[config.mk]
export PLATFORM = sky130hd
export DESIGN_NAME = fesr_top
export DESIGN_NICKNAME = d
export VERILOG_FILES = /design/src/design/fesr_pkg.sv /design/src/design/fesr_range_chk.sv /design/src/design/fesr_top.sv
export SDC_FILE = /design/constraint.sdc
export NUM_CORES = 1
export LEC_CHECK = 0
export BUFFER_PORTS_ARGS = -buffer_cell sky130_fd_sc_hd__buf_4
export CAP_MARGIN = 20
export CORE_MARGIN = 4
export CORE_UTILIZATION = 43
export CTS_CLUSTER_DIAMETER = 150
export DETAILED_ROUTE_END_ITERATION = 10
export GPL_TIMING_DRIVEN = 0
export PLACE_DENSITY_LB_ADDON = 0.08
export SLEW_MARGIN = 15
export SYNTH_ARGS = -nofsm -noshare
export SYNTH_HDL_FRONTEND = slang
export SYNTH_HIERARCHICAL = 1
export SYNTH_SLANG_ARGS = --single-unit
[constraint.sdc]
create_clock -name clk -period 3.1 [get_ports clk]
set_input_delay 0.775 -clock clk [delete_from_list [all_inputs] [get_ports clk]]
set_output_delay 0.775 -clock clk [all_outputs]
set_load 0.005 [all_outputs]
[src/design/fesr_pkg.sv]
// constants shared by the feature error status register bank
package fesr_pkg;

	// ----------------------------------------------------------------
	// bus and register map
	// ----------------------------------------------------------------
	localparam int          FESR_ADDR_W     = 12;
	localparam int          FESR_DATA_W     = 32;
	localparam logic [11:0] FESR_OFS_UPPER  = 12'h640;
	localparam logic [11:0] FESR_OFS_LOWER  = 12'h644;
	localparam logic [11:0] FESR_OFS_ISTAT  = 12'h648;
	localparam logic [11:0] FESR_OFS_IMASK  = 12'h64c;
	localparam logic [1:0]  FESR_RESP_OKAY  = 2'h0;
	localparam logic [1:0]  FESR_RESP_DECERR = 2'h3;
	localparam logic [31:0] FESR_WORD_RST   = 32'h0000_0000;

	// ----------------------------------------------------------------
	// features and flag positions
	// ----------------------------------------------------------------
	localparam int FESR_NFEAT   = 5;
	localparam int FESR_VAL_W   = 12;
	localparam int FESR_WORD_MSB = 31;

	typedef enum int {
		FESR_F_BRIGHT = 0,
		FESR_F_WBAL   = 1,
		FESR_F_SHUT   = 2,
		FESR_F_GAIN   = 3,
		FESR_F_TRIG   = 4
	} fesr_feat_t;

	// doc bit numbers, msb-first numbering
	localparam int FESR_DOC_BIT [FESR_NFEAT] = '{0, 3, 7, 8, 12};

endpackage

[src/design/fesr_range_chk.sv]
// range check for one feature setting, refreshed on each write
module fesr_range_chk #(
	parameter int              W   = 12,
	parameter logic [W-1:0]    MIN = '0,
	parameter logic [W-1:0]    MAX = '1
) (
	input  wire logic          clk,     // system clock
	input  wire logic          nrst,    // async reset, active low
	input  wire logic          wr_stb,  // feature register written
	input  wire logic [W-1:0]  wr_val,  // value written
	output logic               err_q    // setting out of range
);

	// ----------------------------------------------------------------
	// flag
	// ----------------------------------------------------------------
	// refresh on write
	always_ff @(posedge clk or negedge nrst) begin
		if (!nrst) begin
			err_q <= 1'b0;
		end else if (wr_stb) begin
			err_q <= (wr_val < MIN) || (wr_val > MAX);
		end
	end

endmodule

[src/design/fesr_top.sv]
// feature error status register bank with axi4-lite slave and interrupt
//
// Local design decision: the AXI4-Lite slave port.
module fesr_top
	import fesr_pkg::*;
#(
	parameter logic [FESR_NFEAT*FESR_VAL_W-1:0] FEAT_MIN =
		{12'h000, 12'h000, 12'h001, 12'h000, 12'h000},
	parameter logic [FESR_NFEAT*FESR_VAL_W-1:0] FEAT_MAX =
		{12'h00f, 12'h3ff, 12'hfff, 12'h3ff, 12'h0ff},
	parameter bit                               COLOUR   = 1'b1
) (
	input  wire logic                           clk,          // system clock
	input  wire logic                           nrst,         // async reset
	input  wire logic [FESR_NFEAT-1:0]          feat_wr_stb,  // feature writes
	input  wire logic [FESR_NFEAT*FESR_VAL_W-1:0] feat_wr_val, // written values
	input  wire logic [FESR_ADDR_W-1:0]         s_axi_awaddr, // write address
	input  wire logic                           s_axi_awvalid,// aw valid
	output logic                                s_axi_awready,// aw ready
	input  wire logic [FESR_DATA_W-1:0]         s_axi_wdata,  // write data
	input  wire logic [3:0]                     s_axi_wstrb,  // byte strobes
	input  wire logic                           s_axi_wvalid, // w valid
	output logic                                s_axi_wready, // w ready
	output logic [1:0]                          s_axi_bresp,  // write resp
	output logic                                s_axi_bvalid, // b valid
	input  wire logic                           s_axi_bready, // b ready
	input  wire logic [FESR_ADDR_W-1:0]         s_axi_araddr, // read address
	input  wire logic                           s_axi_arvalid,// ar valid
	output logic                                s_axi_arready,// ar ready
	output logic [FESR_DATA_W-1:0]              s_axi_rdata,  // read data
	output logic [1:0]                          s_axi_rresp,  // read resp
	output logic                                s_axi_rvalid, // r valid
	input  wire logic                           s_axi_rready, // r ready
	output logic                                irq           // level irq
);

	// ----------------------------------------------------------------
	// per-feature range checks
	// ----------------------------------------------------------------
	logic [FESR_NFEAT-1:0] flag;
	logic [FESR_NFEAT-1:0] flag_prev_q;
	logic [FESR_NFEAT-1:0] flag_rise;
	logic [FESR_NFEAT-1:0] istat_q;
	logic [FESR_NFEAT-1:0] imask_q;
	logic [FESR_NFEAT-1:0] istat_clr;
	logic [FESR_NFEAT-1:0] imask_we;

	// flags come from write-time checks only; no bus path reaches them
	genvar gi;
	generate
		for (gi = 0; gi < FESR_NFEAT; gi++) begin : g_feat
			if (gi == FESR_F_WBAL && !COLOUR) begin : g_mono
				assign flag[gi] = 1'b0;
			end else begin : g_chk
				fesr_range_chk #(
					.W   (FESR_VAL_W),
					.MIN (FEAT_MIN[gi*FESR_VAL_W +: FESR_VAL_W]),
					.MAX (FEAT_MAX[gi*FESR_VAL_W +: FESR_VAL_W])
				) u_chk (
					.clk    (clk),
					.nrst   (nrst),
					.wr_stb (feat_wr_stb[gi]),
					.wr_val (feat_wr_val[gi*FESR_VAL_W +: FESR_VAL_W]),
					.err_q  (flag[gi])
				);
			end
		end
	endgenerate

	// flags only report; nothing here gates capture
	assign flag_rise = flag & ~flag_prev_q;

	// ----------------------------------------------------------------
	// word packing
	// ----------------------------------------------------------------
	// packs a flag vector into a word, doc bit n at word bit 31-n
	function automatic logic [31:0] fesr_pack(
		input logic [FESR_NFEAT-1:0] v
	);
		logic [31:0] w;
		w = FESR_WORD_RST;
		for (int i = 0; i < FESR_NFEAT; i++) begin
			w[FESR_WORD_MSB - FESR_DOC_BIT[i]] = v[i];
		end
		return w;
	endfunction

	// byte lane enable for a flag position
	function automatic logic fesr_lane(
		input logic [3:0] strb,
		input int         i
	);
		return strb[(FESR_WORD_MSB - FESR_DOC_BIT[i]) / 8];
	endfunction

	// ----------------------------------------------------------------
	// axi4-lite write channel
	// ----------------------------------------------------------------
	logic                   aw_have_q;
	logic                   w_have_q;
	logic [FESR_ADDR_W-1:0] wr_addr_q;
	logic [31:0]            wr_data_q;
	logic [3:0]             wr_strb_q;
	logic                   wr_go;
	logic                   wr_hit_istat;
	logic                   wr_hit_imask;
	logic                   wr_mapped;

	assign s_axi_awready = !aw_have_q && !s_axi_bvalid;
	assign s_axi_wready  = !w_have_q && !s_axi_bvalid;
	assign wr_go         = aw_have_q && w_have_q && !s_axi_bvalid;

	assign wr_hit_istat = wr_addr_q[11:2] == FESR_OFS_ISTAT[11:2];
	assign wr_hit_imask = wr_addr_q[11:2] == FESR_OFS_IMASK[11:2];
	// flag words accept writes but keep nothing
	assign wr_mapped = wr_hit_istat || wr_hit_imask ||
		wr_addr_q[11:2] == FESR_OFS_UPPER[11:2] ||
		wr_addr_q[11:2] == FESR_OFS_LOWER[11:2];

	always_ff @(posedge clk or negedge nrst) begin
		if (!nrst) begin
			aw_have_q <= 1'b0;
			wr_addr_q <= '0;
		end else if (s_axi_awvalid && s_axi_awready) begin
			aw_have_q <= 1'b1;
			wr_addr_q <= s_axi_awaddr;
		end else if (wr_go) begin
			aw_have_q <= 1'b0;
		end
	end

	always_ff @(posedge clk or negedge nrst) begin
		if (!nrst) begin
			w_have_q  <= 1'b0;
			wr_data_q <= FESR_WORD_RST;
			wr_strb_q <= '0;
		end else if (s_axi_wvalid && s_axi_wready) begin
			w_have_q  <= 1'b1;
			wr_data_q <= s_axi_wdata;
			wr_strb_q <= s_axi_wstrb;
		end else if (wr_go) begin
			w_have_q <= 1'b0;
		end
	end

	always_ff @(posedge clk or negedge nrst) begin
		if (!nrst) begin
			s_axi_bvalid <= 1'b0;
			s_axi_bresp  <= FESR_RESP_OKAY;
		end else if (wr_go) begin
			s_axi_bvalid <= 1'b1;
			s_axi_bresp  <= wr_mapped ? FESR_RESP_OKAY : FESR_RESP_DECERR;
		end else if (s_axi_bready) begin
			s_axi_bvalid <= 1'b0;
		end
	end

	// ----------------------------------------------------------------
	// interrupt status and mask
	// ----------------------------------------------------------------
	always_comb begin
		istat_clr = '0;
		imask_we  = '0;
		for (int i = 0; i < FESR_NFEAT; i++) begin
			istat_clr[i] = wr_go && wr_hit_istat && fesr_lane(wr_strb_q, i) &&
				wr_data_q[FESR_WORD_MSB - FESR_DOC_BIT[i]];
			imask_we[i]  = wr_go && wr_hit_imask && fesr_lane(wr_strb_q, i);
		end
	end

	always_ff @(posedge clk or negedge nrst) begin
		if (!nrst) begin
			flag_prev_q <= '0;
		end else begin
			flag_prev_q <= flag;
		end
	end

	// new error sets status; a set in the clear cycle wins
	always_ff @(posedge clk or negedge nrst) begin
		if (!nrst) begin
			istat_q <= '0;
		end else begin
			istat_q <= (istat_q & ~istat_clr) | flag_rise;
		end
	end

	always_ff @(posedge clk or negedge nrst) begin
		if (!nrst) begin
			imask_q <= '0;
		end else begin
			for (int i = 0; i < FESR_NFEAT; i++) begin
				if (imask_we[i]) begin
					imask_q[i] <= wr_data_q[FESR_WORD_MSB - FESR_DOC_BIT[i]];
				end
			end
		end
	end

	assign irq = |(istat_q & imask_q);

	// ----------------------------------------------------------------
	// axi4-lite read channel
	// ----------------------------------------------------------------
	logic [31:0] rd_word;
	logic [1:0]  rd_resp;

	always_comb begin
		rd_word = FESR_WORD_RST;
		rd_resp = FESR_RESP_OKAY;
		case (s_axi_araddr[11:2])
			FESR_OFS_UPPER[11:2]: rd_word = fesr_pack(flag);
			FESR_OFS_LOWER[11:2]: rd_word = FESR_WORD_RST;
			FESR_OFS_ISTAT[11:2]: rd_word = fesr_pack(istat_q);
			FESR_OFS_IMASK[11:2]: rd_word = fesr_pack(imask_q);
			default:              rd_resp = FESR_RESP_DECERR;
		endcase
	end

	assign s_axi_arready = !s_axi_rvalid;

	always_ff @(posedge clk or negedge nrst) begin
		if (!nrst) begin
			s_axi_rvalid <= 1'b0;
			s_axi_rdata  <= FESR_WORD_RST;
			s_axi_rresp  <= FESR_RESP_OKAY;
		end else if (s_axi_arvalid && s_axi_arready) begin
			s_axi_rvalid <= 1'b1;
			s_axi_rdata  <= rd_word;
			s_axi_rresp  <= rd_resp;
		end else if (s_axi_rready) begin
			s_axi_rvalid <= 1'b0;
		end
	end

endmodule

==> metrics.cfg <==
[detailed_routing]
initialDrtViolationCount = 77
ant_nets = 0
drc_errors = 0
routed_wl_microns = 4680
routedWlPerCell_microns = 12.3
drt-vias-per-instance = 4.59
drtPass1Iterations = 4
routed-via-count = 1752

[cts]
hold_buffers = 0
cts_root_buffer = clkbuf_8
numCtsBuffers = 5
post_cts_resized = 0
post_cts_buffers = 0
path_clk_slew_ns = 0.08
clk_latency_ns = 0.30
clkSinkCount = 48
htreeDepth = 2
cts_tree = yes
ctsLongestPathBuffers = 2

[global_routing]
track_usage_pct = 15.1
grt_pass1_vias = 1753
grt_max_degree = 49
grt_pass1_wl_microns = 7840
overflow = 0
antenna_found_initial = 0

[logic_synthesis]
yosys_warnings = 6
synth.distinct_cells = 37
ys_seq_area_share_pct = 52.5
synthCells = 197
syn_area_per_cell_sq_um = 11.6
syn_area_sq_um = 2290
ys_ff_latch = 48

[final_layout]
drive_gt1_share_pct = 44.9
ff_latch_area_sq_um = 1200
antenna_cells = 0
multiInputGateArea_sq_um = 903
syn_to_final_growth_pct = 38.6
fin_nets = 443
n_fill_cell = 450

[critical_path]
critPathSlowestCell = dfrtp_1
crit_family = flip-flops
path_buf_inv = 1
cpPeakStageDelay_ns = 0.42
startpoint_type = flip-flop
worst_ep_required_time_ns = 2.32
worstSetupPathType = reg -> out
arrival_ns = 1.36
cp_max_fo = 4
endpoint_kind = output pin
cp_cell_sequence = a222oi_1, nand2_1, buf_4

[power]
powerDensity_nw_per_um2 = 569
leakagePower_nw = 1.57
ir_drop_mv = 0.410

[timing]
rsz0062_at_grt = false
fin_ws_ns = 0.969
worstMarginPinSlew_ns = 0.588
period_minus_slack_ns = 2.13
finalCritPeriodShare_pct = 68.8
setup_tns_ns = 0
finClkSkew_ns = 0.00656
fmax_ghz = 0.469
finalMaxSlewViolations = 0
setup_viol = 0
hold_viol = 0
slew_headroom_pct = 60.8

[placed_design]
place_ws_ns = 1.09
place_hpwl_microns = 3780
numPortBuffers = 81
gp_congestion = 0.766

[status]
status = finished, final reports clean

[floorplan]
die_h_microns = 81.0
die_area_sq_um = 6550
start_util_pct = 44.5
die_w_microns = 81.0
ios = 174
fp.coreArea_sq_um = 5140
rows = 26

[flow_run]
maxCapViolCount = 0

[worst_hold_path]
hold_class = reg -> reg

-- through the flow --
stage / power [mW] / cell area [sq um] / hold WS (ns) / util [%] / cells
final: 1.80 / 3170 / 0.425 / 61.7 / 382
after global routing: 1.94 / 3170 / 0.448 / 61.7 / 382
after CTS: 1.83 / 3170 / 0.431 / 61.7 / 382
after detailed placement: 1.45 / 3080 / 0.418 / 60.0 / 374
after global placement: 1.43 / 3080 / 0.402 / 60.0 / 374
after floorplan: 1.23 / 2390 / 0.393 / - / 223
-- per-layer routing --
metal | vias to the layer above | global-route usage, % | part of all wire, %
li1 | 881 | - | -
met5 | - | 0 | 0
met2 | 66 | 26.4 | 51
met4 | 0 | 2.87 | 0.77
met3 | 4 | 4.21 | 8.9
met1 | 801 | 18.8 | 40
-- power by group --
group	leakage [nW]	internal (mW)	total, mW	switching [mW]
Clock	0.0455	0.182	0.374	0.192
Combinational	0.961	0.329	0.525	0.196
Sequential	0.561	0.782	0.905	0.123
-- worst paths after layout --
path | startpoint | endpoint | slack [ns] | cells after the start
max in group asynchronous | nrst | wr_data_q[23] | 2.23 | 1
setup reg to reg | wr_addr_q[5] | imask_q[4] | 1.06 | 4
setup / recovery | istat_q[4] | irq | 0.97 | 3
hold reg to reg | flag_prev_q[1] | istat_q[1] | 0.42 | 1
hold / removal | flag_prev_q[1] | istat_q[1] | 0.42 | 1
min in group asynchronous | nrst | s_axi_rdata[28] | 0.48 | 1
-- sequential cells by signal (all words and copies together), names as in the netlist, 2 cells and up --
signal,count
flag_prev_q,5
wr_data_q,5
imask_q,5
s_axi_rdata,5
istat_q,5
g_feat.g_chk.u_chk/err_q,5
wr_strb_q,2
wr_addr_q,10
-- cell usage in the layout, fill, tap and decap left out, drive strengths merged, types with 2 or more instances in the layout --
cell type,netlist,layout
inv,9,9
nand3,7,7
a22o,5,5
dfrtp,48,48
nand3b,2,2
nor2,9,9
nand2b,2,2
a221o,2,2
o41ai,3,3
mux2,22,22
conb,1,27
clkbuf,5,13
nor4,7,7
a21o,2,2
mux2i,5,5
nand2,2,2
a21oi,5,5
nand4b,3,3
o21ai,12,12
nor2b,2,2
buf,30,111
and2,2,2
-- cell families after synthesis --
family                 after synthesis  synth area share, %
other                                1                0.164
buffers and inverters               44                 12.3
multiplexers                        27                 13.0
flip-flops                          48                 52.5
AND/OR/NAND/NOR                     44                 12.3
AO/OA/AOI/OAI                       33                 9.73
-- final cells by class --
type	instances	share of cell area (%)
flip-flops and latches	48	37.9
repair buffers	81	19.2
multi-input cells	131	28.5
clock buffers	8	2.84
plain buffers	35	7.81
inverters	9	1.07
well taps	70	2.76
-- synth_stat cells --
cell type | count | area (sq um)
nor2_1 | 9 | 33.8
a221o_1 | 2 | 20.0
nand4_1 | 1 | 6.26
nor2b_1 | 2 | 12.5
a222oi_1 | 1 | 10.0
nand3b_1 | 2 | 15.0
inv_1 | 9 | 33.8
nor4_1 | 6 | 37.5
nor4_2 | 1 | 12.5
a22oi_1 | 1 | 7.51
buf_6 | 1 | 11.3
o21ai_0 | 12 | 60.1
nor4b_1 | 1 | 8.76
and2_1 | 2 | 12.5
nand2b_1 | 2 | 12.5
mux2i_1 | 5 | 50.1
nand2_1 | 2 | 7.51
nand4b_1 | 3 | 26.3
nand4bb_1 | 1 | 11.3
a21oi_1 | 5 | 25.0
clkbuf_1 | 5 | 18.8
nor3_1 | 1 | 5.00
buf_4 | 29 | 218
conb_1 | 1 | 3.75
a31oi_1 | 1 | 6.26
dfrtp_1 | 48 | 1200
o41ai_1 | 3 | 26.3
a41oi_1 | 1 | 8.76
a22o_1 | 5 | 43.8
or4b_4 | 1 | 13.8
and4b_1 | 1 | 10.0
a21o_1 | 2 | 15.0
mux2_1 | 2 | 22.5
mux2_2 | 20 | 225
nand3_1 | 7 | 35.0
or4_4 | 1 | 11.3
nor4bb_1 | 1 | 10.0
Note: power is estimated with default switching activity, not from simulation.
